### src/sep_map.vh
// constants for the serial eeprom protect, select and pause control
// Operation
// - block protect 00 none, 01 180h-1FFh, 10 100h-1FFh, 11 whole array
// - status write changes only the two block protect bits
// - status write cycle starts on chip select rising after a valid sequence
// - reset clears write enable latch, standby, serial output tri-stated
// - write enable latch clears after any array or status write
// - array accesses during an internal write are ignored
// - no sequence accepted until chip select is seen falling after reset
// - write protect low blocks all array and status writes
// - write protect low clears the latch; a running write still completes
// - protect high allows writes only with latch set, protected blocks stay
// - chip select high means standby once any running write ends
// - serial output is high impedance while deselected
// - programming starts only on chip select rising after whole bytes
// - serial input is captured on each rising serial clock edge
// - serial output changes only after a falling serial clock edge
// - pause lowered with clock high takes effect at the next clock low
// - while paused the sequence state is kept and clock and input ignored
// - pause resumes only when raised while the clock is low
// - lowering the pause input tri-states the serial output
// - busy flag reads one during an internal write, pollable any time
// - no array or status write completes unless the latch was set
`ifndef SEP_MAP_VH
`define SEP_MAP_VH
`define SEP_OPC_STATUS_WRITE 3'h1
`define SEP_OPC_WRITE 3'h2
`define SEP_OPC_READ 3'h3
`define SEP_OPC_LATCH_CLR 3'h4
`define SEP_OPC_STATUS_READ 3'h5
`define SEP_OPC_LATCH_SET 3'h6
`define SEP_BP_RST 2'h0
`define SEP_SR_BP_HI 3
`define SEP_SR_BP_LO 2
`define SEP_PROT_QUARTER 9'h180
`define SEP_PROT_HALF 9'h100
`define SEP_CLK_MHZ 24'd25
`define SEP_TWC_US 24'd5000
`define SEP_TWC_CYCLES (`SEP_TWC_US * `SEP_CLK_MHZ)
`define SEP_FIFO_DEPTH 8
`define SEP_FIFO_AW 3
`define SEP_WORD_W 17
`define SEP_PIN_RST 5'h13
`endif

### src/sep_protect_hold.v
// serial eeprom protect, select, pause control with write staging fifo
`timescale 1ns/1ps
`default_nettype none
`include "sep_map.vh"

module sep_fifo #(
	parameter W = 17,
	parameter DEPTH = 8,
	parameter AW = 3
) (
	input wire clk_i,
	input wire rst_n_i,
	input wire flush_i,
	input wire in_valid_i,
	output wire in_ready_o,
	input wire [W-1:0] in_data_i,
	output wire out_valid_o,
	input wire out_ready_i,
	output wire [W-1:0] out_data_o
);
	reg [W-1:0] mem [0:DEPTH-1];
	reg [AW:0] wr_ptr;
	reg [AW:0] rd_ptr;
	wire full = (wr_ptr[AW] != rd_ptr[AW]) && (wr_ptr[AW-1:0] == rd_ptr[AW-1:0]);
	wire empty = (wr_ptr == rd_ptr);
	wire push = in_valid_i & ~full;
	wire pop = out_ready_i & ~empty;

	assign in_ready_o = ~full;
	assign out_valid_o = ~empty;
	assign out_data_o = mem[rd_ptr[AW-1:0]];

	always @(posedge clk_i) begin
		if (push) begin
			mem[wr_ptr[AW-1:0]] <= in_data_i;
		end
	end

	always @(posedge clk_i) begin
		if (!rst_n_i || flush_i) begin
			wr_ptr <= {(AW+1){1'b0}};
			rd_ptr <= {(AW+1){1'b0}};
		end else begin
			if (push) begin
				wr_ptr <= wr_ptr + 1'b1;
			end
			if (pop) begin
				rd_ptr <= rd_ptr + 1'b1;
			end
		end
	end
endmodule

module sep_protect_hold #(
	parameter [23:0] TWC_CYCLES = `SEP_TWC_CYCLES
) (
	input wire clk_i,
	input wire rst_n_i,
	input wire cs_n_i,
	input wire sck_i,
	input wire si_i,
	input wire hold_n_i,
	input wire wp_n_i,
	output reg so_o,
	output wire so_oe_o,
	input wire mem_wr_ready_i,
	output wire mem_wr_valid_o,
	output wire [8:0] mem_wr_addr_o,
	output wire [7:0] mem_wr_data_o,
	output wire write_busy_flag_o,
	output wire write_enable_latch_o,
	output wire [1:0] block_protect_o,
	output wire standby_o
);
	localparam [2:0] S_CMD = 3'h0;
	localparam [2:0] S_ADDR = 3'h1;
	localparam [2:0] S_WDATA = 3'h2;
	localparam [2:0] S_SDATA = 3'h3;
	localparam [2:0] S_DONE = 3'h4;
	localparam [2:0] S_SREAD = 3'h5;
	localparam [2:0] S_IGN = 3'h6;

	function prot_hit_f;
		input [1:0] bp;
		input [8:0] addr;
		begin
			case (bp)
				2'h0: prot_hit_f = 1'b0;
				2'h1: prot_hit_f = (addr >= `SEP_PROT_QUARTER);
				2'h2: prot_hit_f = (addr >= `SEP_PROT_HALF);
				default: prot_hit_f = 1'b1;
			endcase
		end
	endfunction

	// pin order: cs, sck, si, hold, wp
	reg [4:0] pin_s1;
	reg [4:0] pin_s2;
	reg cs_d;
	reg sck_d;
	reg hold_d;
	reg armed;
	reg paused;
	reg [2:0] state;
	reg [2:0] bitcnt;
	reg [2:0] obit;
	reg [2:0] opc;
	reg [6:0] shreg;
	reg [8:0] addr;
	reg [7:0] sbyte;
	reg prot_hit;
	reg ovf;
	reg write_enable_latch;
	reg [1:0] bp;
	reg busy;
	reg [23:0] tcnt;

	wire cs_n = pin_s2[4];
	wire sck = pin_s2[3];
	wire si = pin_s2[2];
	wire hold_n = pin_s2[1];
	wire wp_n = pin_s2[0];
	wire sck_rise = sck & ~sck_d;
	wire sck_fall = ~sck & sck_d;
	wire cs_rise = cs_n & ~cs_d;
	wire cs_fall = ~cs_n & cs_d;
	wire active = ~cs_n & armed & ~paused;
	wire bit_in = active & sck_rise;
	wire byte_done = bit_in & (bitcnt == 3'h7);
	wire [7:0] rx_byte = {shreg, si};
	wire [7:0] status = {4'h0, bp, write_enable_latch, busy};
	wire wr_ok = write_enable_latch & wp_n & ~busy;
	wire sr_commit = cs_rise & armed & (state == S_DONE) & (opc == `SEP_OPC_STATUS_WRITE)
		& wr_ok;
	wire f_in_ready;
	wire f_out_valid;
	wire [16:0] f_out_data;
	wire arr_commit = cs_rise & armed & (state == S_WDATA) & (bitcnt == 3'h0) & f_out_valid
		& wr_ok & ~prot_hit & ~ovf;
	wire commit = sr_commit | arr_commit;
	wire f_push = byte_done & (state == S_WDATA) & ~busy;
	wire f_flush = cs_rise & ~busy & ~commit;

	sep_fifo #(
		.W(`SEP_WORD_W),
		.DEPTH(`SEP_FIFO_DEPTH),
		.AW(`SEP_FIFO_AW)
	) u_fifo (
		.clk_i(clk_i),
		.rst_n_i(rst_n_i),
		.flush_i(f_flush),
		.in_valid_i(f_push),
		.in_ready_o(f_in_ready),
		.in_data_i({addr, rx_byte}),
		.out_valid_o(f_out_valid),
		.out_ready_i(busy & mem_wr_ready_i),
		.out_data_o(f_out_data)
	);

	assign mem_wr_valid_o = busy & f_out_valid;
	assign mem_wr_addr_o = f_out_data[16:8];
	assign mem_wr_data_o = f_out_data[7:0];
	assign write_busy_flag_o = busy;
	assign write_enable_latch_o = write_enable_latch;
	assign block_protect_o = bp;
	assign standby_o = cs_n & ~busy;
	// output drive drops at once with deselect or pause
	assign so_oe_o = (state == S_SREAD) & ~cs_n & hold_n & ~paused;

	always @(posedge clk_i) begin
		if (!rst_n_i) begin
			pin_s1 <= `SEP_PIN_RST;
			pin_s2 <= `SEP_PIN_RST;
			cs_d <= 1'b1;
			sck_d <= 1'b0;
			hold_d <= 1'b1;
		end else begin
			pin_s1 <= {cs_n_i, sck_i, si_i, hold_n_i, wp_n_i};
			pin_s2 <= pin_s1;
			cs_d <= cs_n;
			sck_d <= sck;
			hold_d <= hold_n;
		end
	end

	// selection and pause tracking
	always @(posedge clk_i) begin
		if (!rst_n_i) begin
			armed <= 1'b0;
			paused <= 1'b0;
		end else begin
			if (cs_fall) begin
				armed <= 1'b1;
			end
			if (cs_n) begin
				paused <= 1'b0;
			end else if (!paused) begin
				// a drop with the clock high waits until the clock is low
				if (!hold_n && !sck) begin
					paused <= 1'b1;
				end
			end else if (hold_n && !hold_d && !sck) begin
				paused <= 1'b0;
			end
		end
	end

	// serial sequence decode
	always @(posedge clk_i) begin
		if (!rst_n_i) begin
			state <= S_CMD;
			bitcnt <= 3'h0;
			obit <= 3'h0;
			opc <= 3'h0;
			shreg <= 7'h00;
			addr <= 9'h000;
			sbyte <= 8'h00;
			prot_hit <= 1'b0;
			ovf <= 1'b0;
			so_o <= 1'b0;
		end else if (cs_n) begin
			state <= S_CMD;
			bitcnt <= 3'h0;
			obit <= 3'h0;
			prot_hit <= 1'b0;
			ovf <= 1'b0;
		end else begin
			if (bit_in) begin
				shreg <= rx_byte[6:0];
				bitcnt <= bitcnt + 3'h1;
				if (state == S_DONE) begin
					state <= S_IGN;
				end
			end
			if (byte_done) begin
				case (state)
					S_CMD: begin
						opc <= rx_byte[2:0];
						addr[8] <= rx_byte[3];
						if (rx_byte[7:4] != 4'h0) begin
							state <= S_IGN;
						end else if (busy && rx_byte[2:0] != `SEP_OPC_STATUS_READ) begin
							state <= S_IGN;
						end else begin
							case (rx_byte[2:0])
								`SEP_OPC_WRITE: state <= S_ADDR;
								`SEP_OPC_STATUS_WRITE: state <= S_SDATA;
								`SEP_OPC_STATUS_READ: state <= S_SREAD;
								`SEP_OPC_LATCH_SET: state <= S_DONE;
								`SEP_OPC_LATCH_CLR: state <= S_DONE;
								default: state <= S_IGN;
							endcase
						end
					end
					S_ADDR: begin
						addr[7:0] <= rx_byte;
						state <= S_WDATA;
					end
					S_WDATA: begin
						// address wraps within the 16-byte page
						addr[3:0] <= addr[3:0] + 4'h1;
						if (prot_hit_f(bp, addr)) begin
							prot_hit <= 1'b1;
						end
						if (!f_in_ready) begin
							ovf <= 1'b1;
						end
					end
					S_SDATA: begin
						sbyte <= rx_byte;
						state <= S_DONE;
					end
					default: state <= state;
				endcase
			end
			if (active && sck_fall && state == S_SREAD) begin
				so_o <= status[~obit];
				obit <= obit + 3'h1;
			end
		end
	end

	// latch, protect bits and write cycle timer
	always @(posedge clk_i) begin
		if (!rst_n_i) begin
			write_enable_latch <= 1'b0;
			bp <= `SEP_BP_RST;
			busy <= 1'b0;
			tcnt <= 24'h000000;
		end else begin
			if (cs_rise && armed && state == S_DONE) begin
				if (opc == `SEP_OPC_LATCH_SET) begin
					write_enable_latch <= 1'b1;
				end else if (opc == `SEP_OPC_LATCH_CLR) begin
					write_enable_latch <= 1'b0;
				end
			end
			if (sr_commit) begin
				bp <= sbyte[`SEP_SR_BP_HI:`SEP_SR_BP_LO];
			end
			if (commit) begin
				busy <= 1'b1;
				tcnt <= TWC_CYCLES - 24'h000001;
				write_enable_latch <= 1'b0;
			end else if (busy) begin
				// running cycle ignores select and protect pins
				if (tcnt != 24'h000000) begin
					tcnt <= tcnt - 24'h000001;
				end else if (!f_out_valid) begin
					busy <= 1'b0;
				end
			end
			if (!wp_n) begin
				write_enable_latch <= 1'b0;
			end
		end
	end
endmodule
`default_nettype wire

### config.mk
export PLATFORM = sky130hd
export DESIGN_NAME = sep_protect_hold
export DESIGN_NICKNAME = d
export VERILOG_FILES = /design/src/sep_protect_hold.v
export VERILOG_INCLUDE_DIRS = /design/src
export SDC_FILE = /design/constraint.sdc
export NUM_CORES = 1
export LEC_CHECK = 0
export BUFFER_PORTS_ARGS = -buffer_cell sky130_fd_sc_hd__buf_2
export CORE_MARGIN = 1
export CORE_UTILIZATION = 40
export DETAILED_ROUTE_END_ITERATION = 10
export GPL_TIMING_DRIVEN = 0
export PLACE_DENSITY = 0.66
export SETUP_SLACK_MARGIN = 0.1
export SYNTH_ARGS = -nofsm -noshare
export SYNTH_HDL_FRONTEND = slang
export SYNTH_SLANG_ARGS = --single-unit
### constraint.sdc
create_clock -name clk_i -period 4.4 [get_ports clk_i]
set_input_delay 0 -clock clk_i [delete_from_list [all_inputs] [get_ports clk_i]]
set_output_delay 0 -clock clk_i [all_outputs]
set_load 0.03 [all_outputs]
== After elaboration in Yosys (flattened, before gate mapping) ==
Memories as Yosys holds them, arrays and structs flattened. A register that Yosys moved wholly into a read port is not among the register bits.
Index checks and enable logic that the tools add are counted.

* Register bits after elaboration: 86
* Latch bits: 0
* Bits in writable memories: 136
* ROM bits: 0
* Input port bits: 8
* Logic and storage cells: 173
* Memories kept: 1

{| class="wikitable"
|+ Memory list
! name !! words !! width !! read ports !! clocked after memory_dff !! wr ports !! RTL line !! RTL
|-
| u_fifo.mem || 8 || 17 || 1 || 1 || 1 || sep_protect_hold.v:21 || <nowiki>reg [W-1:0] mem [0:DEPTH-1];</nowiki>
|}

* Add/subtract/negate cells: 6
* Multipliers: 0
* Divide/modulo/power cells: 0
* $lt $le $gt $ge: 3
* Eq/ne operators: 21
* Shift operators: 0
* Muxes and demuxes: 31
* Bitwise logic cells: 47
* Reductions and logical operators: 38

{| class="wikitable"
|+ Operators by type and width
! kind !! number
|-
| two-way mux 17 bit || 3
|-
| AND 1 bit || 32
|-
| == test 3 bit, second input constant || 8
|-
| one-hot mux 3 bit (4 select lines) || 2
|-
| nonzero test 24 bit || 1
|-
| subtractor 24 x 1 -> 24 bit, second input constant || 1
|-
| two-way mux 3 bit || 7
|-
| >= comparator 9 bit, second input constant || 2
|-
| AND reduction 3 bit || 6
|-
| two-way mux 1 bit || 16
|-
| NOT 1 bit || 13
|-
| adder 4 x 1 -> 4 bit, second input constant || 3
|-
| AND reduction 2 bit || 5
|-
| == test 3 x 1 -> 1 bit, second input constant || 3
|-
| == test 3 x 2 -> 1 bit, second input constant || 3
|-
| logical AND 1 bit || 9
|-
| one-hot mux 4 bit (2 select lines) || 1
|-
| nonzero test 2 bit || 4
|-
| adder 3 x 1 -> 3 bit, second input constant || 2
|-
| logical NOT 3 bit || 2
|-
| OR reduction 2 bit || 3
|-
| != test 5 x 1 -> 1 bit, second input constant || 1
|-
| == test 4 bit || 1
|-
| logical NOT 1 bit || 4
|-
| other kinds (14) || 14
|}

== Depth between registers and ports, before layout ==
Gate-level depths: netlist (run 1).

* Word-level depth: 14
* Depth in mapped cells: 9
* Depth with buffers taken out: 7

== Modules after synthesis ==
Synthesis (run 1) repeated with hierarchy kept, for this count alone.

* Cell total of the unflattened synthesis: 686
* Area, all modules: 9552.9 µm²

{| class="wikitable"
|+ Modules (own cells, without submodules)
! module !! instances !! cells an instance !! area an instance (µm²) !! sequential area each (µm²)
|-
| sep_fifo || 1 || 282 || 5982.0 || 4304.1
|-
| sep_protect_hold || 1 || 404 || 3570.9 || 1521.5
|}

== Worst setup path after synthesis (run 1) ==
No wires, ideal clock.

* Kind: reg2reg
* Start: register bitcnt[0]
* End: memory u_fifo.mem[1][0] (enable)
* Setup time: 0.441 ns
* Arrival: 3.391 ns
* Required time: 3.959 ns
* Slack: 0.568 ns
* Stages on the path, launching flop included: 7
* Path buffers: 1
* Path through: dfxtp_1 ha_1 ha_1 nand4b_2 or4_1 buf_2 nor4b_1

* Word-level cells in the longest chain between the ends: 7

{| class="wikitable"
|+ Ends and longest elaborated chain
! what !! RTL line !! RTL
|-
| start: declaration || sep_protect_hold.v:105 || <nowiki>reg [2:0] bitcnt;</nowiki>
|-
| start signal: assignment || sep_protect_hold.v:230 || <nowiki>bitcnt <= bitcnt + 3'h1;</nowiki>
|-
| == test 3 bit || sep_protect_hold.v:129 || <nowiki>wire byte_done = bit_in & (bitcnt == 3'h7);</nowiki>
|-
| AND 1 bit || sep_protect_hold.v:129 ||
|-
| AND 1 bit (2 in a row) || sep_protect_hold.v:141 || <nowiki>wire f_push = byte_done & (state == S_WDATA) & ~busy;</nowiki>
|-
| AND 1 bit || sep_protect_hold.v:26 || <nowiki>wire push = in_valid_i & ~full;</nowiki>
|-
| two-way mux 1 bit || sep_protect_hold.v:34 || <nowiki>if (push) begin</nowiki>
|-
| two-way mux 1 bit (implied by the code) || sep_protect_hold.v:35 || <nowiki>mem[wr_ptr[AW-1:0]] <= in_data_i;</nowiki>
|-
| end: declaration || sep_protect_hold.v:21 ||
|}

Every way passes these cells.

== Worst setup path after layout (run 1) ==
* Start: register pin_s2[4]
* End: memory u_fifo.mem[2][13] (enable)

* Word-level cells in the longest chain between the ends: 10

{| class="wikitable"
|+ Ends and longest elaborated chain
! what !! RTL line !! RTL
|-
| start: declaration || sep_protect_hold.v:98 || <nowiki>reg [4:0] pin_s2;</nowiki>
|-
| start signal: assignment || sep_protect_hold.v:173 || <nowiki>pin_s2 <= `SEP_PIN_RST;</nowiki>
|-
| start signal: assignment || sep_protect_hold.v:179 || <nowiki>pin_s2 <= pin_s1;</nowiki>
|-
| NOT 1 bit (no line) || - ||
|-
| AND 1 bit (2 in a row) || sep_protect_hold.v:127 || <nowiki>wire active = ~cs_n & armed & ~paused;</nowiki>
|-
| AND 1 bit || sep_protect_hold.v:128 || <nowiki>wire bit_in = active & sck_rise;</nowiki>
|-
| AND 1 bit || sep_protect_hold.v:129 ||
|-
| AND 1 bit (2 in a row) || sep_protect_hold.v:141 ||
|-
| AND 1 bit || sep_protect_hold.v:26 ||
|-
| two-way mux 1 bit || sep_protect_hold.v:34 ||
|-
| two-way mux 1 bit (implied by the code) || sep_protect_hold.v:35 ||
|}

Every way passes these cells.

==> key figures, run 1 <==
Outcome
  • Status: finished, violations left
  • Failing checks: DRC

Worst setup path
  • Critical path class: flop to flop
  • Critical path capture point type: flop
  • WP data required: 4.62 ns
  • Startpoint types: flop
  • Crit path max fanout: 8
  • Worst Path Arrival: 3.51 ns

STA
  • Least-Margin Pin Slew: 1.05 ns
  • Fin. Hold Viols: 0
  • Final setup TNS: 0 ns
  • Final Max Slew Viols: 0
  • Clock skew: 0.0155 ns
  • Unrepaired setup endpoints after global routing: no
  • Minimum clock period: 3.28 ns
  • Final period util: 0.746
  • Hold slack: 0.237 ns
  • Setup ws final: 1.12 ns
  • Final Setup Violations: 0
  • Worst rel slew slack: 0.295
  • FMAX: 0.305 GHz

Global route
  • GR Util All Layers: 0.160
  • Global-route wire length before repair: 29400 µm
  • Initial antenna violation count: 0
  • Vias in the first global route: 5406
  • GRT overflow: 0
  • Largest net degree at the start of global routing: 15

Logic synthesis
  • Main flop type after synthesis: edfxtp_1
  • Largest family of logic cells by synthesized area: simple AND/OR/NAND/NOR gates
  • FF+latch count, synth: 223
  • XOR/XNOR Fraction of Synth Area: 0.0309
  • Post-Syn Area: 9070 µm²
  • Post-synth EDFFs: 136
  • Compound-Gate Fraction of Synth Area: 0.0483
  • Yosys top cell by area: edfxtp_1
  • Simple-Gate Fraction of Synth Area: 0.127
  • Gate Count Post-Synth: 664
  • Yosys warning total: 0
  • Synth cell types: 55
  • Seq/Total Area, Yosys: 0.642
  • Post-Syn Nets: 682
  • Mux contribution to synthesized area: 0.117
  • Area contributors post-synth: edfxtp_1 45%, dfxtp_1 19%, mux4_2 8.7%
  • Yosys top cell area share: 0.450
  • Post-synth ARST share: 0
  • Mean Syn Cell Area: 13.7 µm²
  • Synth Area in Adders: 0.0138

Final layout
  • Fillcell total: 1943
  • Layout area overhead: 16.5%
  • Final net count: 761
  • Utilization after layout: 0.480
  • Antenna cells: 0
  • Share of post-route cells with drive strength above 1: 0.199
  • Post-Layout Cell Count: 1038
  • Post-route cell area: 10600 µm²

Clocking
  • H-tree levels: 1
  • Clk root buf: clkbuf_16
  • Clock Path Buffers: 3
  • Cts repair resizes: 0
  • Clk_lat worst skew: 0.51 ns
  • Clock slew at reported path FFs: 0.06 ns
  • Post CTS Setup Buffer Count: 0
  • CTS tree: built
  • CTS Sinks: 223
  • Total CTS buffers: 23

Place
  • Placed Cells incl. Taps: 989
  • Detail Placement HPWL: 12200 µm
  • DP Area: 9760 µm²
  • PortBufs: 32
  • Routability cong.: 0.794
  • Place WS: 1.03 ns

Drt
  • Final ANT Viol Nets: 0
  • Vias per inst: 5.26
  • Wl on met1: 8460 µm
  • Vias: 5456
  • Pre-antenna DRT Iters: 9
  • Metal3 WL: 693 µm
  • # DRC: 2
  • Met2 routed WL: 8600 µm
  • Highest metal used: met4
  • Initial DRC Count: 281
  • Routed Wire Length: 18100 µm
  • Routed wire per std cell: 17.4 µm

Pwr
  • Worst vdd ir: 0.000324 V
  • Pwr per Cell Area: 385 nW/µm²
  • Design Power: 4.07 mW
  • Leak: 3.63 nW

Job
  • Max Cap Viol: 0

Floorplanning
  • Die area: 23300 µm²
  • Io pins: 33
  • Standard-cell rows: 54
  • Die height: 153 µm
  • Core area: 22000 µm²
  • Initial Util: 0.412
  • Die extent in x: 153 µm

Worst hold path
  • Hold Path Class: input port to flop
==> cell families (layout without fill, tap and decap cells) <==
family / Yosys count / count (layout)
flops: 223 / 223
simple gates: 216 / 216
compound gates: 75 / 75
mux: 60 / 60
buf+inv: 48 / 142
xor+xnor: 32 / 32
fa+ha+maj: 10 / 10
==> cell type report <==
cell class / count / area [µm²] / area share
clock buffer: 37 / 668 / 0.0632
multi-input combinational: 393 / 3100 / 0.293
inverter: 15 / 56.3 / 0.00533
timing repair buffer: 54 / 389 / 0.0368
buffer: 33 / 133 / 0.0126
clock inverter: 3 / 43.8 / 0.00414
tap: 280 / 350 / 0.0332
sequential: 223 / 5830 / 0.551
==> layer usage <==
layer	GRT usage	vias to the layer above
li1	-	2651
met4	0.0394	0
met1	0.217	2681
met3	0.0247	28
met5	0	-
met2	0.269	96
==> path summary, 6_finish.rpt <==
kind                              from                     endpoint  slack, ns  depth (start not counted)
hold reg to reg   pin_s1[4]$_SDFF_PN1_         pin_s2[4]$_SDFF_PN1_       0.40                          1
setup / recovery  pin_s2[4]$_SDFF_PN1_  u_fifo.mem[2][13]$_DFFE_PP_       1.12                          7
setup reg to reg  pin_s2[4]$_SDFF_PN1_  u_fifo.mem[2][13]$_DFFE_PP_       1.12                          7
hold / removal                  wp_n_i         pin_s1[0]$_SDFF_PN1_       0.24                          3
==> cell usage in the layout (no fill, tap or decap), types with 21 or more instances in the layout <==
cell type and n:
nand2_1 51, edfxtp_1 136, buf_2 38, a21oi_1 35, nor2_1 52, mux4_2 35, dfxtp_1 87, clkbuf_16 23
clkbuf_1 32, xor2_1 21
==> power breakdown <==
group	leakage, nW	total (mW)	internal [mW]	switching (mW)
clock	0.347	1.83	1.09	0.743
sequential	1.98	2.20	2.20	0.00447
combinational	1.31	0.0342	0.0146	0.0196
total	3.63	4.07	3.30	0.767
==> critical path: stages (launching register included) <==
cell	delay, ns
dfxtp_1	0.37
nor4b_4	0.39
nand4b_2	0.23
or4_1	0.54
buf_2	0.19
nor4b_2	0.79
buf_4	0.31
buf_4	0.17
==> state kept, by name, indices dropped and copies added (netlist names), 3 cells and up, named ones only <==
register and cells:
u_fifo.rd_ptr 4, shreg 7, tcnt 24, pin_s1 5
state 3, bitcnt 3, opc 3, u_fifo.wr_ptr 4
pin_s2 5, obit 3, u_fifo.mem 136, addr 9
==> cell usage after synthesis (8+ instances only) <==
master      n
edfxtp_1  136
dfxtp_1    87
nor2_1     53
nand2_1    51
a21oi_1    35
mux4_2     35
clkbuf_1   22
xor2_1     21
nand3_1    20
mux2_2     17
inv_1      14
nand2b_1   13
o21ai_0    13
nor4_1     11
xnor2_1    11
ha_1       10
a31oi_1     8
nand4_1     8
nor4b_1     8
==> timing repair <==
action / 4_1_cts / 5_1_grt
hold buffers: 9 / 0
endpoints found under the setup margin: 0 / 0
hold endpoints to repair: 22 / 0
Power figures use the tool's default switching activity.
==> run 2: changes to the inputs <==
clock period = 3.3 ns   (was 4.4 ns; I/O delays follow)
==> run 2 against run 1 <==
Net effect: the flow still finishes with violations (DRC); core utilization up 0.59 points; final area up 1.2%; setup slack worse by 0.76 ns; non-clock buffer count up 4; largest cell class unchanged.
==> key figures, run 2 (synthesis gave the netlist of run 1 again) <==
Outcome
  • Status: finished, violations left (unchanged)
  • Failing checks: DRC (unchanged)

Floorplanning
  • Die area: 23300 µm² (unchanged)
  • Die height: 153 µm (unchanged)
  • Die extent in x: 153 µm (unchanged)
  • Standard-cell rows: 54 (unchanged)
  • Initial Util: 0.412 (unchanged)
  • Io pins: 33 (unchanged)
  • Core area: 22000 µm² (unchanged)

STA
  • Least-Margin Pin Slew: 1.11 ns (was 1.05 ns)
  • Final Setup Violations: 0 (unchanged)
  • Clock skew: 0.0103 ns (was 0.0155 ns)
  • Final Max Slew Viols: 0 (unchanged)
  • FMAX: 0.339 GHz (was 0.305 GHz)
  • Unrepaired setup endpoints after global routing: no (unchanged)
  • Worst rel slew slack: 0.253 (was 0.295)
  • Minimum clock period: 2.95 ns (was 3.28 ns)
  • Final period util: 0.893 (was 0.746)
  • Setup ws final: 0.352 ns (was 1.12 ns)
  • Fin. Hold Viols: 0 (unchanged)

Worst setup path
  • Crit path max fanout: 8 (unchanged)
  • Critical-path cell list: ha_1 -> ha_1 -> nand4b_2 -> or4_1 -> buf_2 -> nor4b_2 -> buf_4 (was nor4b_4 -> nand4b_2 -> or4_1 -> buf_2 -> nor4b_2 -> buf_4 -> buf_4)
  • CP bufs+invs: 2 (was 3)
  • Cells on worst reg2reg path: 7 (unchanged)
  • WP data required: 3.52 ns (was 4.62 ns)
  • Critical path's most frequent cell: ha_1 (was buf_4)
  • Critical path class: flop to flop (unchanged)
  • CP max-delay cell: nor4b_2 (unchanged)
  • Crit path largest cell delay: 0.62 ns (was 0.79 ns)
  • CP Depth: 7 (unchanged)
  • Startpoint types: flop (unchanged)
  • CP top delay family: simple AND/OR/NAND/NOR gates (unchanged)
  • Worst Path Arrival: 3.16 ns (was 3.51 ns)
  • Critical path capture point type: flop (unchanged)

Worst hold path
  • Hold path depth: 3 (unchanged)
  • Hold Path Class: input port to flop (unchanged)

Place
  • DP Area: 9820 µm² (was 9760 µm²)
  • Routability cong.: 0.772 (was 0.794)
  • PortBufs: 32 (unchanged)
  • Detail Placement HPWL: 12400 µm (was 12200 µm)
  • Place WS: 0.00177 ns (was 1.03 ns)

Final layout
  • Final net count: 765 (was 761)
  • Fillcell total: 1908 (was 1943)
  • Most common cell after layout, fill and taps aside: edfxtp_1 (unchanged)
  • Max reg flops: 136 (unchanged)
  • Share of post-route cells with drive strength above 1: 0.212 (was 0.199)
  • Utilization after layout: 0.486 (was 0.480)
  • Layout area overhead: 17.9% (was 16.5%)
  • Multi-input logic area: 3130 µm² (was 3100 µm²)
  • Antenna cells: 0 (unchanged)
  • Post-route cell area: 10700 µm² (was 10600 µm²)
  • Reg area: 5830 µm² (unchanged)
  • Most frequent cells in the layout: 136 x edfxtp_1, 87 x dfxtp_1, 52 x nor2_1 (unchanged)

Clocking
  • CTS Sinks: 223 (unchanged)
  • Total CTS buffers: 23 (unchanged)
  • Clk root buf: clkbuf_16 (unchanged)
  • Clock slew at reported path FFs: 0.06 ns (about the same)
  • Clock Path Buffers: 3 (unchanged)
  • CTS tree: built (unchanged)
  • Clk_lat worst skew: 0.51 ns (about the same)
  • H-tree levels: 1 (unchanged)

Drt
  • Routed Wire Length: 18500 µm (was 18100 µm)
  • Routed wire per std cell: 17.7 µm (was 17.4 µm)
  • # DRC: 1 (was 2)
  • Initial DRC Count: 307 (was 281)
  • Vias: 5542 (was 5456)
  • Pre-antenna DRT Iters: 10 (was 9)
  • Final ANT Viol Nets: 0 (unchanged)
  • Vias per inst: 5.31 (was 5.26)

Global route
  • GR Util All Layers: 0.162 (was 0.160)
  • Global-route wire length before repair: 29800 µm (was 29400 µm)
  • Vias in the first global route: 5512 (was 5406)
  • Largest net degree at the start of global routing: 15 (unchanged)
  • Initial antenna violation count: 0 (unchanged)
  • GRT overflow: 0 (unchanged)

Pwr
  • Combinational share of power: 0.009 (was 0.008)
  • Worst vdd ir: 0.000318 V (was 0.000324 V)
  • Net switching power: 1.06 mW (was 0.767 mW)
  • Design Power: 5.47 mW (was 4.07 mW)
  • Clk pwr share: 0.455 (was 0.451)
  • Pwr per Cell Area: 512 nW/µm² (was 385 nW/µm²)
  • Sequential share of power: 0.536 (was 0.541)
  • Leak: 3.68 nW (was 3.63 nW)
  • Pint: 4.41 mW (was 3.30 mW)
  • Sw frac: 0.194 (was 0.188)

Job
  • Max Cap Viol: 0 (unchanged)
run 2: metal layers:
metal / GRT usage / vias to the layer above / routed length (µm)
met3: 0.0245 / 26 / 829
met4: 0.0394 / 0 / 358
li1: - / 2660 / -
met2: 0.278 / 137 / 8860
met1: 0.217 / 2719 / 8460
met5: 0 / - / 0
run 2: path summary, 6_finish.rpt:
kind	startpoint	to	slack (ns)
worst max-delay path	bitcnt[0]$_SDFFE_PP0N_	u_fifo.mem[2][11]$_DFFE_PP_	0.35
worst min-delay path	sck_i	pin_s1[3]$_SDFF_PN0_	0.24
worst max register to register	bitcnt[0]$_SDFFE_PP0N_	u_fifo.mem[2][11]$_DFFE_PP_	0.35
worst min register to register	pin_s1[4]$_SDFF_PN1_	pin_s2[4]$_SDFF_PN1_	0.40
run 2: per-stage QoR:
stage,std cells,hold slack [ns],TNS [ns]
after CTS,1042,0.219,0
after global placement,976,0.179,-162.59
final,1044,0.239,0
after global routing,1044,0.241,0
after detailed placement,990,0.185,0
after floorplan,664,0.0730,-23.86
run 2: final cells by class:
type / count / share of cell area
plain buffers: 33 / 0.0133
clock buffers: 27 / 0.0562
clock inverters: 15 / 0.0119
inverters: 15 / 0.00526
multi-input cells: 393 / 0.293
flip-flops and latches: 223 / 0.545
well taps: 280 / 0.0328
repair buffers: 58 / 0.0429
run 2: timing repair:
| action | CTS | global route |
|---|---|---|
| hold endpoints to repair | 24 | 0 |
| resized for setup | 4 | 5 |
| setup endpoints to repair | 22 | 44 |
| pin swaps | 0 | 1 |
| hold buffers | 10 | 0 |
| buffers inserted | 0 | 2 |
run 2: worst register-to-register path: cells and delay by family, from the launching register on:
| family | cells | cell delay (ns) |
|---|---|---|
| buffers and inverters | 2 | 0.51 |
| flip-flops | 1 | 0.36 |
| adder cells (fa/ha/maj) | 2 | 0.40 |
| AND/OR/NAND/NOR | 3 | 1.39 |
run 2: power groups by stage:
stage / Clock [mW] / Combinational, mW / Sequential (mW)
after floorplan: 0 / 0.0238 / 2.99
after CTS: 2.54 / 0.0471 / 2.93
after global routing: 2.65 / 0.0517 / 2.93
after detailed placement: 0 / 0.0381 / 3.00
after global placement: 0 / 0.0377 / 2.99
final: 2.49 / 0.0468 / 2.94
==> run 3: changes to the inputs <==
ABC_AREA = 1   (was not set)
PLACE_DENSITY = 0.65   (was 0.66)
==> run 3 against run 2 <==
Net effect: the run now ends clean; first-iteration DRC count rose by 53%; sequential power is essentially flat; critical path depth shrank 1; global-route usage increased by 2.8 points; clock skew hardly changed; non-clock buffer count is 8 lower; core utilization decreased by 0.60 points; die area is 7.0% higher; sequential share of layout area decreased by 3.0 points; critical endpoint is now mem_wr_addr_o[4]; largest cell class unchanged; highest routed layer unchanged.
==> key figures, run 3 <==
Logic synthesis
  • Post-synth ARST share: 0 (unchanged)
  • Yosys top cell by area: edfxtp_1 (unchanged)
  • Synth cell types: 35 (was 55)
  • Post-synth EDFFs: 136 (unchanged)
  • Yosys top cell area share: 0.420 (was 0.450)
  • Main flop type after synthesis: edfxtp_1 (unchanged)
  • Post-Syn Nets: 1045 (was 682)
  • Mean Syn Cell Area: 9.46 µm² (was 13.7 µm²)
  • Post-Syn Area: 9720 µm² (was 9070 µm²)
  • Area contributors post-synth: edfxtp_1 42%, dfxtp_1 18%, nor2_1 7.4% (was edfxtp_1 45%, dfxtp_1 19%, mux4_2 8.7%)
  • Count leader, synth: nor2_1 (was edfxtp_1)
  • Yosys warning total: 0 (unchanged)
  • Leading cell types by count after synthesis: 192 x nor2_1, 181 x nand2_1, 136 x edfxtp_1 (was 136 x edfxtp_1, 87 x dfxtp_1, 53 x nor2_1)
  • Seq/Total Area, Yosys: 0.600 (was 0.642)
  • Gate Count Post-Synth: 1027 (was 664)
  • FF+latch count, synth: 223 (unchanged)

Place
  • Routability cong.: 0.915 (was 0.772)
  • DP Area: 10400 µm² (was 9820 µm²)
  • PortBufs: 32 (unchanged)
  • Placed Cells incl. Taps: 1386 (was 990)
  • Detail Placement HPWL: 15800 µm (was 12400 µm)
  • Place WS: 0.802 ns (was 0.00177 ns)

STA
  • Final setup TNS: 0 ns (unchanged)
  • Final period util: 0.776 (was 0.893)
  • Unrepaired setup endpoints after global routing: no (unchanged)
  • Final Setup Violations: 0 (unchanged)
  • Minimum clock period: 2.56 ns (was 2.95 ns)
  • Clock skew: 0.0101 ns (was 0.0103 ns)
  • Worst rel slew slack: 0.522 (was 0.253)
  • FMAX: 0.391 GHz (was 0.339 GHz)
  • Setup ws final: 0.741 ns (was 0.352 ns)
  • Least-Margin Pin Slew: 0.717 ns (was 1.11 ns)
  • Final Max Slew Viols: 0 (unchanged)
  • Fin. Hold Viols: 0 (unchanged)

Worst hold path
  • Hold Path Class: input port to flop (unchanged)

Floorplanning
  • Io pins: 33 (unchanged)
  • Standard-cell rows: 56 (was 54)
  • Die area: 24900 µm² (was 23300 µm²)
  • Die height: 158 µm (was 153 µm)
  • Die extent in x: 158 µm (was 153 µm)
  • Initial Util: 0.411 (was 0.412)
  • Core area: 23600 µm² (was 22000 µm²)

Worst setup path
  • Worst Path Arrival: 2.56 ns (was 3.16 ns)
  • Crit path max fanout: 10 (was 8)
  • Critical path capture point type: output pin (was flop)
  • WP data required: 3.30 ns (was 3.52 ns)
  • Critical path class: flop to output pin (was flop to flop)
  • Startpoint types: flop (unchanged)

Drt
  • Final ANT Viol Nets: 0 (unchanged)
  • Vias per inst: 5.08 (was 5.31)
  • Vias: 7305 (was 5542)
  • Routed wire per std cell: 16.2 µm (was 17.7 µm)
  • Routed Wire Length: 23200 µm (was 18500 µm)
  • Pre-antenna DRT Iters: 5 (was 10)
  • # DRC: 0 (was 1)
  • Initial DRC Count: 469 (was 307)

Global route
  • Initial antenna violation count: 0 (unchanged)
  • Largest net degree at the start of global routing: 17 (was 15)
  • GR Util All Layers: 0.190 (was 0.162)
  • Vias in the first global route: 6988 (was 5512)
  • Global-route wire length before repair: 36700 µm (was 29800 µm)
  • GRT overflow: 0 (unchanged)

Clocking
  • Post CTS Setup Buffer Count: 0 (unchanged)
  • Clk_lat worst skew: 0.53 ns (was 0.51 ns)
  • CTS Sinks: 223 (unchanged)
  • Clk root buf: clkbuf_16 (unchanged)
  • Clock slew at reported path FFs: 0.06 ns (about the same)
  • H-tree levels: 1 (unchanged)
  • Total CTS buffers: 25 (was 23)
  • Clock Path Buffers: 3 (unchanged)
  • CTS tree: built (unchanged)

Final layout
  • Max reg flops: 136 (unchanged)
  • Final net count: 1119 (was 765)
  • Layout area overhead: 16.5% (was 17.9%)
  • Share of post-route cells with drive strength above 1: 0.130 (was 0.212)
  • Post-Layout Cell Count: 1437 (was 1044)
  • Most common cell after layout, fill and taps aside: nor2_1 (was edfxtp_1)
  • Post-route cell area: 11300 µm² (was 10700 µm²)
  • Antenna cells: 0 (unchanged)
  • Most frequent cells in the layout: 185 x nor2_1, 181 x nand2_1, 136 x edfxtp_1 (was 136 x edfxtp_1, 87 x dfxtp_1, 52 x nor2_1)

Job
  • Max Cap Viol: 0 (unchanged)

Pwr
  • Worst vdd ir: 0.000393 V (was 0.000318 V)
  • Pwr per Cell Area: 509 nW/µm² (was 512 nW/µm²)
  • Leak: 4.12 nW (was 3.68 nW)

Outcome
  • Status: complete, no violations (was finished, violations left)
run 3: final cells by class:
| cell class | count | area, µm² |
|---|---|---|
| Buffer | 36 | 166 |
| Clock buffer | 39 | 771 |
| Clock inverter | 5 | 65.1 |
| Fill cell | 2202 | 12300 |
| Inverter | 87 | 327 |
| Multi-Input combinational cell | 681 | 3420 |
| Sequential cell | 223 | 5830 |
| Tap cell | 319 | 399 |
| Timing Repair Buffer | 47 | 350 |
run 3: repair_timing:
action | CTS | global route
gates resized for setup | 0 | 0
setup endpoints to repair | 0 | 0
hold endpoints to repair | 32 | 0
hold buffers | 7 | 0
run 3: routing by layer:
metal / track usage / routed length [µm]
met3: 0.0271 / 1290
met2: 0.319 / 10800
met4: 0.0513 / 497
met1: 0.257 / 10700
met5: 0 / 0
run 3: worst max-delay path, stage by stage, from the launching register on:
cell and delay (ns):
dfxtp_1 0.30, clkbuf_1 0.45, clkinv_1 0.48, clkbuf_1 0.38, nand2_1 0.14, nand2_1 0.08, buf_2 0.18
run 3: through the flow:
stage	util	power (mW)	hold WS [ns]
finish	0.480	5.77	0.193
global route	0.480	5.93	0.190
CTS	0.480	5.81	0.174
detailed placement	0.441	3.04	0.187
global placement	0.435	3.04	0.183
floorplan	-	3.02	0.0976
run 3: where the power goes:
part / total [mW] / switching, mW / leakage [nW] / internal (mW)
clock network: 2.78 / 1.10 / 0.413 / 1.68
logic: 0.0499 / 0.0303 / 1.96 / 0.0196
registers: 2.94 / 0.00610 / 1.75 / 2.93
total: 5.77 / 1.13 / 4.12 / 4.63
run 3: final timing paths:
kind / depth (start not counted) / end / startpoint / slack (ns)
max reg2reg: 7 / u_fifo.mem[0][7]$_DFFE_PP_ / state[1]$_SDFFE_PP0P_ / 0.84
min reg2reg: 1 / pin_s2[4]$_SDFF_PN1_ / pin_s1[4]$_SDFF_PN1_ / 0.41
min: 3 / pin_s1[4]$_SDFF_PN1_ / cs_n_i / 0.19
max: 6 / mem_wr_addr_o[4] / flop / 0.74
run 3: kinds of logic after synthesis:
family / count (synthesis) / share of synthesized area
xor+xnor: 14 / 0.0126
buf+inv: 123 / 0.0507
compound gates: 174 / 0.107
fa+ha+maj: 10 / 0.0129
flops: 223 / 0.600
simple gates: 483 / 0.217
